<file path="src/rtl/cmp_pkg.sv">
// constants, field positions and encodings for the dual comparator digital back end
// assumes a 32-bit AXI4-Lite register port and 8-bit registers in the low byte lane
package cmp_pkg;

  // register port geometry
  localparam int ADDR_W = 12;
  localparam int DATA_W = 32;
  localparam int IDX_W = 10;

  // register indices; byte address is four times the index
  localparam logic [IDX_W-1:0] IDX_READBACK_CLEAR = 10'h078;
  localparam logic [IDX_W-1:0] IDX_INPUT_SELECT = 10'h079;
  localparam logic [IDX_W-1:0] IDX_ENABLE_RANGE = 10'h07A;
  localparam logic [IDX_W-1:0] IDX_OUTPUT_OPTIONS = 10'h07B;
  localparam logic [IDX_W-1:0] IDX_LOGIC_FUNCTION = 10'h07C;

  // values after reset
  localparam logic [7:0] RST_INPUT_SELECT = 8'h00;
  localparam logic [7:0] RST_ENABLE_RANGE = 8'h00;
  localparam logic [7:0] RST_OUTPUT_OPTIONS = 8'h00;
  localparam logic [7:0] RST_LOGIC_FUNCTION = 8'h00;

  // readback/clear fields
  localparam int POS_CH1_LIVE = 5;
  localparam int POS_CH0_LIVE = 4;
  localparam int POS_CH1_HELD = 1;
  localparam int POS_CH0_HELD = 0;

  // enable/range fields
  localparam int POS_CH1_LOW_POWER = 5;
  localparam int POS_CH1_ON = 4;
  localparam int POS_CH0_LOW_POWER = 1;
  localparam int POS_CH0_ON = 0;

  // output option fields
  localparam int POS_CH1_CONNECT = 7;
  localparam int POS_CH1_PIN_SEL = 6;
  localparam int POS_CH1_CLEAR_SEL = 5;
  localparam int POS_CH1_MAIN_SEL = 4;
  localparam int POS_CH0_CONNECT = 3;
  localparam int POS_CH0_PIN_SEL = 2;
  localparam int POS_CH0_CLEAR_SEL = 1;
  localparam int POS_CH0_MAIN_SEL = 0;

  // input select and function code fields (low bit of each)
  localparam int POS_CH1_POS_SEL = 6;
  localparam int POS_CH1_NEG_SEL = 4;
  localparam int POS_CH0_POS_SEL = 2;
  localparam int POS_CH0_NEG_SEL = 0;
  localparam int POS_CH1_FUNC = 4;
  localparam int POS_CH0_FUNC = 0;

  // bus responses
  localparam logic [1:0] RESP_OKAY = 2'h0;
  localparam logic [1:0] RESP_SLVERR = 2'h2;

  // input source codes
  typedef enum logic [1:0] {
    POS_ANALOG_BUS = 2'b00, POS_RESERVED = 2'b01, POS_PAD_A = 2'b10, POS_PAD_B = 2'b11
  } pos_src_t;
  typedef enum logic [1:0] {
    NEG_REF_1V3 = 2'b00, NEG_LOW_REF = 2'b01, NEG_HIGH_REF = 2'b10, NEG_RESERVED = 2'b11
  } neg_src_t;

  // two-input function codes, a = own comparator, b = neighbour
  typedef enum logic [3:0] {
    FN_FALSE = 4'h0, FN_A_ANDN_B = 4'h1, FN_NA_AND_B = 4'h2, FN_A = 4'h3,
    FN_A_AND_B = 4'h4, FN_B = 4'h5, FN_XOR = 4'h6, FN_OR = 4'h7,
    FN_NOR = 4'h8, FN_XNOR = 4'h9, FN_NOT_B = 4'hA, FN_A_ORN_B = 4'hB,
    FN_NOT_A = 4'hC, FN_NA_OR_B = 4'hD, FN_NAND = 4'hE, FN_TRUE = 4'hF
  } func_t;

endpackage

</file>
<file path="src/rtl/cmp_chan_if.sv">
// signals between the register side of the top and one comparator channel
// assumes one instance per channel, joined by the top's generate loop
`timescale 1ns/1ps
interface cmp_chan_if;
  import cmp_pkg::*;
  logic own_in;
  logic other_in;
  logic [3:0] func_code;
  logic clear_by_edge;
  logic sw_clear;
  logic other_rise;
  logic main_sel;
  logic pin_sel;
  logic table_out;
  logic table_rise;
  logic held;
  logic main_out;
  logic pin_out;
  modport ctrl (
    output own_in, other_in, func_code, clear_by_edge, sw_clear, other_rise, main_sel, pin_sel,
    input table_out, table_rise, held, main_out, pin_out
  );
  modport chan (
    input own_in, other_in, func_code, clear_by_edge, sw_clear, other_rise, main_sel, pin_sel,
    output table_out, table_rise, held, main_out, pin_out
  );
endinterface

</file>
<file path="src/rtl/cmp_input_sync.sv">
// three-stage synchroniser for the asynchronous comparator outputs
// assumes inputs may change at any time; a change is taken once stages two and three agree
`timescale 1ns/1ps
module cmp_input_sync (
  // clock and reset
  input wire logic i_clk,
  input wire logic i_rst_n,
  // raw and filtered levels
  input wire logic [1:0] i_raw,
  output logic [1:0] o_stable
);
  logic [1:0] stage1;
  logic [1:0] stage2;
  logic [1:0] stage3;

  always_ff @(posedge i_clk or negedge i_rst_n) begin
    if (!i_rst_n) begin
      stage1 <= 2'h0;
      stage2 <= 2'h0;
      stage3 <= 2'h0;
    end else begin
      stage1 <= i_raw;
      stage2 <= stage1;
      stage3 <= stage2;
    end
  end

  logic [1:0] next_stable;

  // per bit: update only when the last two stages agree, filtering a one-stage glitch
  for (genvar b = 0; b < 2; b++) begin : g_bit
    assign next_stable[b] = (stage2[b] == stage3[b]) ? stage3[b] : o_stable[b];
  end

  // one process owns the whole output so no bit has a second driver
  always_ff @(posedge i_clk or negedge i_rst_n) begin
    if (!i_rst_n) begin
      o_stable <= 2'h0;
    end else begin
      o_stable <= next_stable;
    end
  end
endmodule

</file>
<file path="src/rtl/cmp_channel.sv">
// one comparator channel: two-input function table, set/clear latch, output selects
// assumes inputs come from flip-flops on the same clock
`timescale 1ns/1ps
module cmp_channel (
  // clock and reset
  input wire logic i_clk,
  input wire logic i_rst_n,
  // channel signals
  cmp_chan_if.chan ch
);
  import cmp_pkg::*;

  logic table_prev;
  logic clear_req;

  // a = own comparator, b = neighbour
  always_comb begin
    unique case (func_t'(ch.func_code))
      FN_FALSE: ch.table_out = 1'b0;
      FN_A_ANDN_B: ch.table_out = ch.own_in & ~ch.other_in;
      FN_NA_AND_B: ch.table_out = ~ch.own_in & ch.other_in;
      FN_A: ch.table_out = ch.own_in;
      FN_A_AND_B: ch.table_out = ch.own_in & ch.other_in;
      FN_B: ch.table_out = ch.other_in;
      FN_XOR: ch.table_out = ch.own_in ^ ch.other_in;
      FN_OR: ch.table_out = ch.own_in | ch.other_in;
      FN_NOR: ch.table_out = ~(ch.own_in | ch.other_in);
      FN_XNOR: ch.table_out = ~(ch.own_in ^ ch.other_in);
      FN_NOT_B: ch.table_out = ~ch.other_in;
      FN_A_ORN_B: ch.table_out = ch.own_in | ~ch.other_in;
      FN_NOT_A: ch.table_out = ~ch.own_in;
      FN_NA_OR_B: ch.table_out = ~ch.own_in | ch.other_in;
      FN_NAND: ch.table_out = ~(ch.own_in & ch.other_in);
      FN_TRUE: ch.table_out = 1'b1;
    endcase
  end

  always_ff @(posedge i_clk or negedge i_rst_n) begin
    if (!i_rst_n) begin
      table_prev <= 1'b0;
    end else begin
      table_prev <= ch.table_out;
    end
  end
  assign ch.table_rise = ch.table_out & ~table_prev;

  // select 0 clears by register write, 1 by the neighbour's rising edge
  assign clear_req = ch.clear_by_edge ? ch.other_rise : ch.sw_clear;

  // set beats clear so a high table output in the clear cycle is not lost
  always_ff @(posedge i_clk or negedge i_rst_n) begin
    if (!i_rst_n) begin
      ch.held <= 1'b0;
    end else if (ch.table_out) begin
      ch.held <= 1'b1;
    end else if (clear_req) begin
      ch.held <= 1'b0;
    end
  end

  assign ch.main_out = ch.main_sel ? ch.held : ch.table_out;
  assign ch.pin_out = ch.pin_sel ? ch.held : ch.table_out;
endmodule

</file>
<file path="src/rtl/dual_comparator_logic_latch.sv">
// dual comparator digital back end with an AXI4-Lite register port
// assumes the analog comparators drive i_cmp_raw asynchronously and take
// their enables, ranges and input selects from the outputs below
//
// Contract
// readback bits 5 and 4 show the live, unheld states of channel 1 and channel 0.
// each channel's held bit (1 for channel 1, 0 for channel 0) sets when its table output is high and stays set until cleared.
// output-options bit 5 picks how the channel 1 held bit is cleared: register write or channel 0 table rising edge.
// output-options bit 1 picks how the channel 0 held bit is cleared: register write or channel 1 table rising edge.
// bits 4 and 0 pick table output or held output as each channel's main result.
// bits 6 and 2 pick table output or held output as each channel's pin source.
// bits 7 and 3 connect each comparator's output to the analog output.
// enable-range bits 4 and 0 switch comparators 1 and 0 on; an off comparator does nothing (here it reads as zero to both tables).
// enable-range bits 5 and 1 select the low-power, limited-range mode when set.
// positive select codes mean 00 analog bus, 01 reserved, 10 pad A, 11 pad B.
// negative select codes mean 00 1.3V reference, 01 low reference, 10 high reference, 11 reserved.
// the function register holds channel 1's code in bits 7:4 and channel 0's in bits 3:0.
// codes 0,3,5,6,7,8,9,E,F give false, A, B, xor, or, nor, xnor, nand, true.
// each table takes its own comparator and the neighbour as inputs.
// writing zero to a held bit clears it while that channel clears by write.
// A is the own comparator, B the neighbour; codes 1,2,4,A,B,C,D give A&~B, ~A&B, A&B, ~B, A|~B, ~A, ~A|B.
// clear select zero clears by write, one by the other channel's rising edge.
`timescale 1ns/1ps
module dual_comparator_logic_latch (
  // clock and reset
  input wire logic i_clk,
  input wire logic i_resetn,
  // axi4-lite write address
  input wire logic i_s_axi_awvalid,
  output logic o_s_axi_awready,
  input wire logic [cmp_pkg::ADDR_W-1:0] i_s_axi_awaddr,
  input wire logic [2:0] i_s_axi_awprot,
  // axi4-lite write data
  input wire logic i_s_axi_wvalid,
  output logic o_s_axi_wready,
  input wire logic [cmp_pkg::DATA_W-1:0] i_s_axi_wdata,
  input wire logic [3:0] i_s_axi_wstrb,
  // axi4-lite write response
  output logic o_s_axi_bvalid,
  input wire logic i_s_axi_bready,
  output logic [1:0] o_s_axi_bresp,
  // axi4-lite read address
  input wire logic i_s_axi_arvalid,
  output logic o_s_axi_arready,
  input wire logic [cmp_pkg::ADDR_W-1:0] i_s_axi_araddr,
  input wire logic [2:0] i_s_axi_arprot,
  // axi4-lite read data
  output logic o_s_axi_rvalid,
  input wire logic i_s_axi_rready,
  output logic [cmp_pkg::DATA_W-1:0] o_s_axi_rdata,
  output logic [1:0] o_s_axi_rresp,
  // raw comparator outputs, bit 1 = comparator 1
  input wire logic [1:0] i_cmp_raw,
  // analog controls, bit 1 = comparator 1
  output logic [1:0] o_cmp_on,
  output logic [1:0] o_cmp_low_power_range,
  output logic [1:0] o_cmp_analog_out_connect,
  // one-hot positive sources: [0] analog bus, [1] pad a, [2] pad b
  output logic [2:0] o_ch1_pos_src,
  output logic [2:0] o_ch0_pos_src,
  // one-hot negative sources: [0] 1.3v ref, [1] low ref, [2] high ref
  output logic [2:0] o_ch1_neg_src,
  output logic [2:0] o_ch0_neg_src,
  // digital results, bit 1 = channel 1
  output logic [1:0] o_main_result,
  output logic [1:0] o_pin_result
);
  import cmp_pkg::*;

  ////////////////////////////////////////////////////////////////////////////////
  // reset release

  logic rst_meta_n;
  logic rst_n;

  // assert at once, release two edges later so every flop leaves reset together
  always_ff @(posedge i_clk or negedge i_resetn) begin
    if (!i_resetn) begin
      rst_meta_n <= 1'b0;
      rst_n <= 1'b0;
    end else begin
      rst_meta_n <= 1'b1;
      rst_n <= rst_meta_n;
    end
  end

  ////////////////////////////////////////////////////////////////////////////////
  // registers

  logic [7:0] comparator_input_select;
  logic [7:0] comparator_enable_range;
  logic [7:0] comparator_output_options;
  logic [7:0] comparator_logic_function;
  logic [7:0] comparator_readback_clear;

  logic [1:0] ch1_pos_input_sel;
  logic [1:0] ch1_neg_input_sel;
  logic [1:0] ch0_pos_input_sel;
  logic [1:0] ch0_neg_input_sel;
  logic [3:0] ch1_func_code;
  logic [3:0] ch0_func_code;
  logic ch1_on;
  logic ch0_on;
  logic ch1_low_power_range;
  logic ch0_low_power_range;
  logic ch1_analog_out_connect;
  logic ch0_analog_out_connect;
  logic ch1_pin_source_sel;
  logic ch0_pin_source_sel;
  logic ch1_clear_source_sel;
  logic ch0_clear_source_sel;
  logic ch1_main_source_sel;
  logic ch0_main_source_sel;

  assign ch1_pos_input_sel = comparator_input_select[POS_CH1_POS_SEL +: 2];
  assign ch1_neg_input_sel = comparator_input_select[POS_CH1_NEG_SEL +: 2];
  assign ch0_pos_input_sel = comparator_input_select[POS_CH0_POS_SEL +: 2];
  assign ch0_neg_input_sel = comparator_input_select[POS_CH0_NEG_SEL +: 2];
  assign ch1_func_code = comparator_logic_function[POS_CH1_FUNC +: 4];
  assign ch0_func_code = comparator_logic_function[POS_CH0_FUNC +: 4];
  assign ch1_on = comparator_enable_range[POS_CH1_ON];
  assign ch0_on = comparator_enable_range[POS_CH0_ON];
  assign ch1_low_power_range = comparator_enable_range[POS_CH1_LOW_POWER];
  assign ch0_low_power_range = comparator_enable_range[POS_CH0_LOW_POWER];
  assign ch1_analog_out_connect = comparator_output_options[POS_CH1_CONNECT];
  assign ch0_analog_out_connect = comparator_output_options[POS_CH0_CONNECT];
  assign ch1_pin_source_sel = comparator_output_options[POS_CH1_PIN_SEL];
  assign ch0_pin_source_sel = comparator_output_options[POS_CH0_PIN_SEL];
  assign ch1_clear_source_sel = comparator_output_options[POS_CH1_CLEAR_SEL];
  assign ch0_clear_source_sel = comparator_output_options[POS_CH0_CLEAR_SEL];
  assign ch1_main_source_sel = comparator_output_options[POS_CH1_MAIN_SEL];
  assign ch0_main_source_sel = comparator_output_options[POS_CH0_MAIN_SEL];

  ////////////////////////////////////////////////////////////////////////////////
  // axi4-lite write side

  logic aw_held;
  logic w_held;
  logic [IDX_W-1:0] aw_index;
  logic [7:0] w_byte;
  logic w_lane0;
  logic do_write;
  logic write_mapped;
  logic [1:0] held_clear_req;

  // address and data are taken independently; no new beat while a response waits
  assign o_s_axi_awready = !aw_held && !o_s_axi_bvalid;
  assign o_s_axi_wready = !w_held && !o_s_axi_bvalid;
  assign do_write = aw_held && w_held && !o_s_axi_bvalid;

  always_comb begin
    unique case (aw_index)
      IDX_READBACK_CLEAR, IDX_INPUT_SELECT, IDX_ENABLE_RANGE,
      IDX_OUTPUT_OPTIONS, IDX_LOGIC_FUNCTION: write_mapped = 1'b1;
      default: write_mapped = 1'b0;
    endcase
  end

  always_ff @(posedge i_clk or negedge rst_n) begin
    if (!rst_n) begin
      aw_held <= 1'b0;
      aw_index <= '0;
    end else if (i_s_axi_awvalid && o_s_axi_awready) begin
      aw_held <= 1'b1;
      aw_index <= i_s_axi_awaddr[ADDR_W-1:2];
    end else if (do_write) begin
      aw_held <= 1'b0;
    end
  end

  always_ff @(posedge i_clk or negedge rst_n) begin
    if (!rst_n) begin
      w_held <= 1'b0;
      w_byte <= 8'h00;
      w_lane0 <= 1'b0;
    end else if (i_s_axi_wvalid && o_s_axi_wready) begin
      w_held <= 1'b1;
      w_byte <= i_s_axi_wdata[7:0];
      w_lane0 <= i_s_axi_wstrb[0];
    end else if (do_write) begin
      w_held <= 1'b0;
    end
  end

  always_ff @(posedge i_clk or negedge rst_n) begin
    if (!rst_n) begin
      o_s_axi_bvalid <= 1'b0;
      o_s_axi_bresp <= RESP_OKAY;
    end else if (do_write) begin
      o_s_axi_bvalid <= 1'b1;
      o_s_axi_bresp <= write_mapped ? RESP_OKAY : RESP_SLVERR;
    end else if (i_s_axi_bready) begin
      o_s_axi_bvalid <= 1'b0;
    end
  end

  // only byte lane 0 carries register bits; other lanes are ignored
  always_ff @(posedge i_clk or negedge rst_n) begin
    if (!rst_n) begin
      comparator_input_select <= RST_INPUT_SELECT;
      comparator_enable_range <= RST_ENABLE_RANGE;
      comparator_output_options <= RST_OUTPUT_OPTIONS;
      comparator_logic_function <= RST_LOGIC_FUNCTION;
    end else if (do_write && w_lane0) begin
      unique case (aw_index)
        IDX_INPUT_SELECT: comparator_input_select <= w_byte;
        IDX_ENABLE_RANGE: comparator_enable_range <= w_byte;
        IDX_OUTPUT_OPTIONS: comparator_output_options <= w_byte;
        IDX_LOGIC_FUNCTION: comparator_logic_function <= w_byte;
        default: ;
      endcase
    end
  end

  // a zero written to a held bit asks for a clear; a one leaves it alone
  always_comb begin
    held_clear_req = 2'b00;
    if (do_write && w_lane0 && aw_index == IDX_READBACK_CLEAR) begin
      held_clear_req[1] = ~w_byte[POS_CH1_HELD];
      held_clear_req[0] = ~w_byte[POS_CH0_HELD];
    end
  end

  ////////////////////////////////////////////////////////////////////////////////
  // comparator inputs and channels

  logic [1:0] cmp_stable;
  logic [1:0] cmp_live;
  logic [1:0] clear_sel;
  logic [1:0] main_sel;
  logic [1:0] pin_sel;
  logic [3:0] func_code [2];
  logic [1:0] table_out;
  logic [1:0] table_rise;
  logic [1:0] held;
  logic [1:0] main_out;
  logic [1:0] pin_out;

  cmp_input_sync u_sync (
    .i_clk(i_clk),
    .i_rst_n(rst_n),
    .i_raw(i_cmp_raw),
    .o_stable(cmp_stable)
  );

  // a switched-off comparator is held at zero as the own and neighbour input of both tables
  assign cmp_live = cmp_stable & {ch1_on, ch0_on};
  assign clear_sel = {ch1_clear_source_sel, ch0_clear_source_sel};
  assign main_sel = {ch1_main_source_sel, ch0_main_source_sel};
  assign pin_sel = {ch1_pin_source_sel, ch0_pin_source_sel};
  assign func_code[1] = ch1_func_code;
  assign func_code[0] = ch0_func_code;

  cmp_chan_if chan_link[2] ();

  for (genvar c = 0; c < 2; c++) begin : g_chan
    assign chan_link[c].own_in = cmp_live[c];
    assign chan_link[c].other_in = cmp_live[1-c];
    assign chan_link[c].func_code = func_code[c];
    assign chan_link[c].clear_by_edge = clear_sel[c];
    assign chan_link[c].sw_clear = held_clear_req[c];
    assign chan_link[c].other_rise = table_rise[1-c];
    assign chan_link[c].main_sel = main_sel[c];
    assign chan_link[c].pin_sel = pin_sel[c];
    assign table_out[c] = chan_link[c].table_out;
    assign table_rise[c] = chan_link[c].table_rise;
    assign held[c] = chan_link[c].held;
    assign main_out[c] = chan_link[c].main_out;
    assign pin_out[c] = chan_link[c].pin_out;

    cmp_channel u_channel (
      .i_clk(i_clk),
      .i_rst_n(rst_n),
      .ch(chan_link[c].chan)
    );
  end

  // readback view: live table outputs and held states
  always_comb begin
    comparator_readback_clear = 8'h00;
    comparator_readback_clear[POS_CH1_LIVE] = table_out[1];
    comparator_readback_clear[POS_CH0_LIVE] = table_out[0];
    comparator_readback_clear[POS_CH1_HELD] = held[1];
    comparator_readback_clear[POS_CH0_HELD] = held[0];
  end

  ////////////////////////////////////////////////////////////////////////////////
  // axi4-lite read side

  logic [IDX_W-1:0] ar_index;
  logic [7:0] read_byte;
  logic read_mapped;

  assign o_s_axi_arready = !o_s_axi_rvalid;
  assign ar_index = i_s_axi_araddr[ADDR_W-1:2];

  always_comb begin
    read_mapped = 1'b1;
    unique case (ar_index)
      IDX_READBACK_CLEAR: read_byte = comparator_readback_clear;
      IDX_INPUT_SELECT: read_byte = comparator_input_select;
      IDX_ENABLE_RANGE: read_byte = comparator_enable_range;
      IDX_OUTPUT_OPTIONS: read_byte = comparator_output_options;
      IDX_LOGIC_FUNCTION: read_byte = comparator_logic_function;
      default: begin
        read_byte = 8'h00;
        read_mapped = 1'b0;
      end
    endcase
  end

  always_ff @(posedge i_clk or negedge rst_n) begin
    if (!rst_n) begin
      o_s_axi_rvalid <= 1'b0;
      o_s_axi_rdata <= 32'h00000000;
      o_s_axi_rresp <= RESP_OKAY;
    end else if (i_s_axi_arvalid && o_s_axi_arready) begin
      o_s_axi_rvalid <= 1'b1;
      o_s_axi_rdata <= {24'h000000, read_byte};
      o_s_axi_rresp <= read_mapped ? RESP_OKAY : RESP_SLVERR;
    end else if (i_s_axi_rready) begin
      o_s_axi_rvalid <= 1'b0;
    end
  end

  ////////////////////////////////////////////////////////////////////////////////
  // analog controls and results

  // reserved source codes select nothing, leaving the input open
  function automatic logic [2:0] pos_decode(input logic [1:0] code);
    unique case (pos_src_t'(code))
      POS_ANALOG_BUS: pos_decode = 3'h1;
      POS_RESERVED: pos_decode = 3'h0;
      POS_PAD_A: pos_decode = 3'h2;
      POS_PAD_B: pos_decode = 3'h4;
    endcase
  endfunction

  function automatic logic [2:0] neg_decode(input logic [1:0] code);
    unique case (neg_src_t'(code))
      NEG_REF_1V3: neg_decode = 3'h1;
      NEG_LOW_REF: neg_decode = 3'h2;
      NEG_HIGH_REF: neg_decode = 3'h4;
      NEG_RESERVED: neg_decode = 3'h0;
    endcase
  endfunction

  always_ff @(posedge i_clk or negedge rst_n) begin
    if (!rst_n) begin
      o_cmp_on <= 2'h0;
      o_cmp_low_power_range <= 2'h0;
      o_cmp_analog_out_connect <= 2'h0;
      o_ch1_pos_src <= 3'h0;
      o_ch0_pos_src <= 3'h0;
      o_ch1_neg_src <= 3'h0;
      o_ch0_neg_src <= 3'h0;
    end else begin
      o_cmp_on <= {ch1_on, ch0_on};
      o_cmp_low_power_range <= {ch1_low_power_range, ch0_low_power_range};
      o_cmp_analog_out_connect <= {ch1_analog_out_connect, ch0_analog_out_connect};
      o_ch1_pos_src <= pos_decode(ch1_pos_input_sel);
      o_ch0_pos_src <= pos_decode(ch0_pos_input_sel);
      o_ch1_neg_src <= neg_decode(ch1_neg_input_sel);
      o_ch0_neg_src <= neg_decode(ch0_neg_input_sel);
    end
  end

  // results are registered, one cycle behind the table and latch
  always_ff @(posedge i_clk or negedge rst_n) begin
    if (!rst_n) begin
      o_main_result <= 2'h0;
      o_pin_result <= 2'h0;
    end else begin
      o_main_result <= main_out;
      o_pin_result <= pin_out;
    end
  end

endmodule

</file>
<file path="config.mk">
export PLATFORM = sky130hd
export DESIGN_NAME = dual_comparator_logic_latch
export DESIGN_NICKNAME = d
export VERILOG_FILES = /design/src/rtl/cmp_pkg.sv /design/src/rtl/cmp_chan_if.sv /design/src/rtl/cmp_input_sync.sv /design/src/rtl/cmp_channel.sv /design/src/rtl/dual_comparator_logic_latch.sv
export SDC_FILE = /design/constraint.sdc
export NUM_CORES = 1
export LEC_CHECK = 0
export BUFFER_PORTS_ARGS = -buffer_cell sky130_fd_sc_hd__buf_2
export CAP_MARGIN = 0
export CORE_ASPECT_RATIO = 1.4
export CORE_UTILIZATION = 30
export CTS_CLUSTER_DIAMETER = 60
export CTS_CLUSTER_SIZE = 12
export DETAILED_ROUTE_END_ITERATION = 6
export PLACE_DENSITY = 0.59
export SLEW_MARGIN = 20
export SYNTH_ARGS = -nofsm -noshare
export SYNTH_HDL_FRONTEND = slang
export SYNTH_SLANG_ARGS = --single-unit
</file>
<file path="constraint.sdc">
create_clock -name i_clk -period 6.4 [get_ports i_clk]
set_clock_uncertainty 0.1 [all_clocks]
set_input_delay 0.96 -clock i_clk [delete_from_list [all_inputs] [get_ports i_clk]]
set_output_delay 0.96 -clock i_clk [all_outputs]
set_load 0.01 [all_outputs]
</file>
=== After elaboration in Yosys (flattened, before gate mapping) ===
Index checks and enable logic that the tools add are counted.

* Equality and inequality tests: 54
* Order comparisons: 0
* Add/subtract/negate cells: 0
* Multipliers: 0
* Bitwise logic cells: 19
* Div/mod/pow operators: 0
* Shift operators: 0
* Reductions and logical operators: 31
* Mux-type cells: 29

{| class="wikitable"
|+ Operators by type and width
! operator !! number
|-
| 10-bit by 7-bit == test with 1-bit output (second input constant) || 10
|-
| 4-bit == test (second input constant) || 16
|-
| 3-bit case mux with 4 select lines || 4
|-
| 8-bit case mux with 5 select lines || 1
|-
| 4-bit by 3-bit == test with 1-bit output (second input constant) || 8
|-
| 1-bit case mux with 16 select lines || 2
|-
| 1-bit two-way mux || 19
|-
| 2-bit == test (second input constant) || 8
|-
| 4-bit by 2-bit == test with 1-bit output (second input constant) || 4
|-
| 2-bit nonzero test || 6
|-
| 5-bit OR reduction || 2
|-
| 1-bit logical AND || 9
|-
| 1-bit NOT || 9
|-
| 2-bit by 1-bit == test with 1-bit output (second input constant) || 4
|-
| 4-bit by 1-bit == test with 1-bit output (second input constant) || 2
|-
| 2-bit logical NOT || 4
|-
| 4-bit logical NOT || 2
|-
| 2-bit AND reduction || 4
|-
| 2-bit two-way mux || 3
|-
| 1-bit bitwise AND || 5
|-
| 1-bit logical NOT || 4
|-
| 1-bit bitwise OR || 3
|-
| 2-bit bitwise AND || 1
|-
| 1-bit == test || 2
|-
| 1-bit bitwise XOR || 1
|}

* Bits in latches: 0
* Logic and storage cells: 167
* Memory bits (writable): 0
* Register bits after elaboration: 103
* Memories: 0
* Output and inout port bits: 63
* Bits in read-only memories: 0
* Bits of input ports: 75

=== Logic depth before layout (Yosys ltp) ===
* Depth in word-level cells: 8
* Mapped depth: 10
* Mapped depth without buffers: 9

=== Modules after synthesis ===
A second synthesis with hierarchy kept.

* Cells, all modules: 367
* Area, all modules: 4644.5 um2

{| class="wikitable"
|+ By module, submodules not included
! module !! area each (um2) !! instances !! seq. area each (um2) !! cells each
|-
| dual_comparator_logic_latch || 3768.6 || 1 || 2227.1 || 277
|-
| cmp_channel || 326.6 || 2 || 50.0 || 40
|-
| cmp_input_sync || 222.7 || 1 || 200.2 || 10
|}

=== Worst setup path before layout ===
No wires, ideal clock.

* Kind: input -> register
* From: input port i_s_axi_araddr[4] (netlist bit)
* To: register o_s_axi_rdata[5] (netlist bit)
* Arrival: 2.154 ns
* Stages: 6
* Slack: 4.082 ns
* Library setup time: 0.064 ns
* Buffers on the path: 1
* Required time: 6.236 ns
* Cell sequence: clkbuf_1 -> nor2b_1 -> a22oi_1 -> o22a_1 -> a211oi_1 -> a221o_2

* Cells in the longest elaborated chain, start to end: 2
* Elaborated cells on any way between the ends: 6
* Classes of those cells: eq/ne (5); mux (1)

{| class="wikitable"
|+ RTL lines
! element !! line !! text
|-
| from (decl) || dual_comparator_logic_latch.sv:45 || <nowiki>input wire logic [cmp_pkg::ADDR_W-1:0] i_s_axi_araddr,</nowiki>
|-
| 10-bit by 7-bit == test with 1-bit output || dual_comparator_logic_latch.sv:299 || <nowiki>unique case (ar_index)</nowiki>
|-
| 8-bit case mux with 5 select lines * || dual_comparator_logic_latch.sv:299 ||
|-
| to (signal assigned) || dual_comparator_logic_latch.sv:319 || <nowiki>o_s_axi_rdata <= {24'h000000, read_byte};</nowiki>
|-
| to (decl) || dual_comparator_logic_latch.sv:50 || <nowiki>output logic [cmp_pkg::DATA_W-1:0] o_s_axi_rdata,</nowiki>
|}

Every way passes the cells marked *; elsewhere a longest branch is shown, timed or not.
A chain may end at the register's enable or synchronous reset.

=== Final worst setup path ===
* From: register comparator_enable_range[4]
* To: register o_s_axi_rdata[5] (netlist bit)

* Cells in the longest elaborated chain, start to end: 5
* Elaborated cells on any way between the ends: 14
* Classes of those cells: mux (2); bitwise (12)

{| class="wikitable"
|+ RTL lines
! element !! line !! text
|-
| from (decl) || dual_comparator_logic_latch.sv:91 || <nowiki>logic [7:0] comparator_enable_range;</nowiki>
|-
| from (signal assigned) || dual_comparator_logic_latch.sv:207 || <nowiki>IDX_ENABLE_RANGE: comparator_enable_range <= w_byte;</nowiki>
|-
| 2-bit bitwise AND * || dual_comparator_logic_latch.sv:247 || <nowiki>assign cmp_live = cmp_stable & {ch1_on, ch0_on};</nowiki>
|-
| 1-bit bitwise AND (tied with other cells) || cmp_channel.sv:23, cmp_channel.sv:33 ||
|-
| 1-bit NOT (tied with other cells) || cmp_channel.sv:33 || <nowiki>FN_NAND: ch.table_out = ~(ch.own_in & ch.other_in);</nowiki>
|-
| 1-bit case mux with 16 select lines * || cmp_channel.sv:18 || <nowiki>unique case (func_t'(ch.func_code))</nowiki>
|-
| named net chan_link[1].table_out || cmp_chan_if.sv:14 || <nowiki>logic table_out;</nowiki>
|-
| 8-bit case mux with 5 select lines * || dual_comparator_logic_latch.sv:299 ||
|}

The timed path passes the listed nets; every way through them passes the cells marked *.

==> out/metrics.yaml <==
outcome: "complete, no violations"
power_density_mw_per_mm2: 317
firstDrtPassIters: 4
rows: 52
synthArstFlopShare: 1.00
nNetsFinal: 501
first_global_vias: 2824
cts_hold_buf: 0
clock_tree.buffer_depth: 2
finalCritPeriodShare: 0.389
cts_htree_levels: 3
synth_cell_type_count: 60
cts_tree: "yes"
worst_slew_pin_slew_ns: 0.885
crit_fanout: 11
finalSetupViolCount: 0
clockRootBuffer: "clkbuf_16"
clkLatencyLatePin_ns: 0.34
die-area_mm2: 0.0155
hpwl_um: 7000
rsz0062_at_grt: "false"
ant_nets: 0
overflow: 0
power.leakage_nw: 2.52
start_util: 0.309
core-area_mm2: 0.0146
min_period_ns: 2.49
dp_slack_ns: 3.80
synth_edf_count: 0
cts_setup_buffers: 0
vdd_drop_max_uv: 178
cp.required_ns: 6.53
postSynthAreaPerCell_um2: 12.9
drc: 0
ys_seq_elements: 101
initialDrtViolationCount: 180
gp_congestion: 0.755
ys.flop_type: "dfrtp_1"
numPortBuffers: 74
yosysWarningCount: 0
max_cap_violations: 0
drv_slew: 0
n_antenna_cell: 0
hold_class: "register to async pin"
viasPerCell: 4.65
cts_resized: 0
clkTransAtPathRegs_ns: 0.07
vias: 2860
end_kind: "register"
chipWidth_um: 105
wl_per_cell_um: 15.3
synthCells: 350
crit_type: "register to register"
numCtsBuffers: 9
fmax_ghz: 0.402
cp.arrival_ns: 2.62
fin_tns_setup_ns: 0
die_h_um: 147
drt_wl_total_um: 9420
fin_ws_ns: 3.91
antenna_found_initial: 0
drive_gt1_frac: 0.380
cp-start-kind: "register"
final_hold_viol_count: 0
fillers: 1439
clock-sinks: 101
grt_max_degree: 72
max-slew-margin-rel: 0.410
grt_first_pass_wirelength_um: 15200
grtUsageTotal: 0.129
ioPinCount: 138
ys_seq_area_frac: 0.562
syn_to_final_growth_pct: 17.7
syn_area_mm2: 0.00450
cells by family (layout without fill, tap and decap cells):
kind of cell / count (synthesis) / in the layout / share of synthesized area
DFF: 101 / 101 / 0.562
other: 2 / 27 / 0.00167
AOI/OAI and AO/OA: 55 / 55 / 0.0918
muxes: 65 / 65 / 0.167
and+or+nand+nor: 75 / 75 / 0.102
adders and majority gates: 5 / 5 / 0.0128
buffers and inverters: 47 / 98 / 0.0634
cells in the final DEF (no fill, tap or decap), types with 3 or more instances in the layout:
master and n:
a22o_1 4, clkbuf_16 9, nand2b_1 7, dfrtp_1 100, inv_1 8, nand3_1 5
mux2i_1 7, a21boi_0 3, nand2_1 14, mux2_2 55, buf_2 74, nor2_1 12
a21o_2 3, nor2b_1 12, ha_1 3, and2_1 4, a31oi_1 3, a22oi_1 6
conb_1 27, o22ai_1 3, bufinv_16 3, o22a_1 3, a21oi_1 4, o21ai_0 8
flip-flops by register name, summed over array words and instances, names as in the netlist, 8 cells and up:
name and flops:
aw_index 10, comparator_enable_range 8, comparator_logic_function 8, comparator_output_options 8, o_s_axi_rdata 8, comparator_input_select 8, w_byte 8
final timing paths:
| check | start | end | slack, ns | depth (start not counted) |
|---|---|---|---|---|
| worst max register to register | comparator_enable_range[4]$_DFFE_PN0P_ | o_s_axi_rdata[5]$_DFFE_PN0P_ | 3.91 | 9 |
| worst min-delay path | rst_n$_DFF_PN0_ | aw_held$_DFFE_PN0P_ | 0.15 | 0 |
| min in group i_clk | u_sync.stage1[0]$_DFF_PN0_ | u_sync.stage2[0]$_DFF_PN0_ | 0.25 | 0 |
| worst max-delay path | comparator_enable_range[4]$_DFFE_PN0P_ | o_s_axi_rdata[5]$_DFFE_PN0P_ | 3.91 | 9 |
| worst min register to register | rst_n$_DFF_PN0_ | aw_held$_DFFE_PN0P_ | 0.15 | 0 |
| max in group asynchronous | rst_n$_DFF_PN0_ | w_byte[7]$_DFFE_PN0P_ | 4.84 | 1 |
per-stage QoR:
step	cells	power, W	cell area (µm²)	hold slack [ns]	util
6_report	615	0.00168	5300	0.145	0.363
5_1_grt	615	0.00176	5300	0.184	0.363
4_1_cts	615	0.00170	5300	0.162	0.363
3_5_place_dp	601	0.00108	4960	0.155	0.340
3_3_place_gp	601	0.00107	4960	0.151	0.340
2_1_floorplan	375	0.00100	4590	0.231	-
power breakdown:
group	internal, W	switching (W)	total, W
clock network	0.000388	0.000223	0.000611
registers	0.000730	0.0000975	0.000828
logic	0.000126	0.000113	0.000239
area by class of cell:
cell class	instances	area, µm²	area share
clock buffers	10	239	0.0451
repair buffers	75	378	0.0714
well taps	189	236	0.0447
clock inverters	4	97.6	0.0184
flip-flops and latches	101	2530	0.478
multi-input cells	227	1780	0.336
inverters	9	33.8	0.00638
cell usage after synthesis (5+ instances only):
| library cell | count | area (µm²) |
|---|---|---|
| o21ai_0 | 8 | 40.0 |
| nor2b_1 | 12 | 75.1 |
| inv_1 | 8 | 30.0 |
| buf_4 | 26 | 195 |
| clkbuf_1 | 8 | 30.0 |
| a22oi_1 | 6 | 45.0 |
| nand3_1 | 5 | 25.0 |
| nand2b_1 | 7 | 43.8 |
| dfrtp_1 | 101 | 2530 |
| mux2_2 | 55 | 619 |
| mux2i_1 | 7 | 70.1 |
| nand2_1 | 14 | 52.6 |
| nor2_1 | 12 | 45.0 |
worst max-delay path, cell delays in order, from the launching register on:
cell	delay (ns)
dfrtp_1	0.52
nand2_1	0.18
inv_1	0.06
ha_1	0.25
or3b_2	0.21
a21boi_0	0.08
a2111oi_2	0.41
a21o_2	0.17
inv_2	0.06
a221o_2	0.34
metal layers:
metal / GRT usage / vias up / routed length [µm]
li1: - / 1347 / -
met1: 0.149 / 1431 / 3900
met2: 0.228 / 69 / 5030
met3: 0.0253 / 13 / 297
met4: 0.0620 / 0 / 189
met5: 0 / - / 0
No activity file was read; power rests on OpenSTA's default activity.
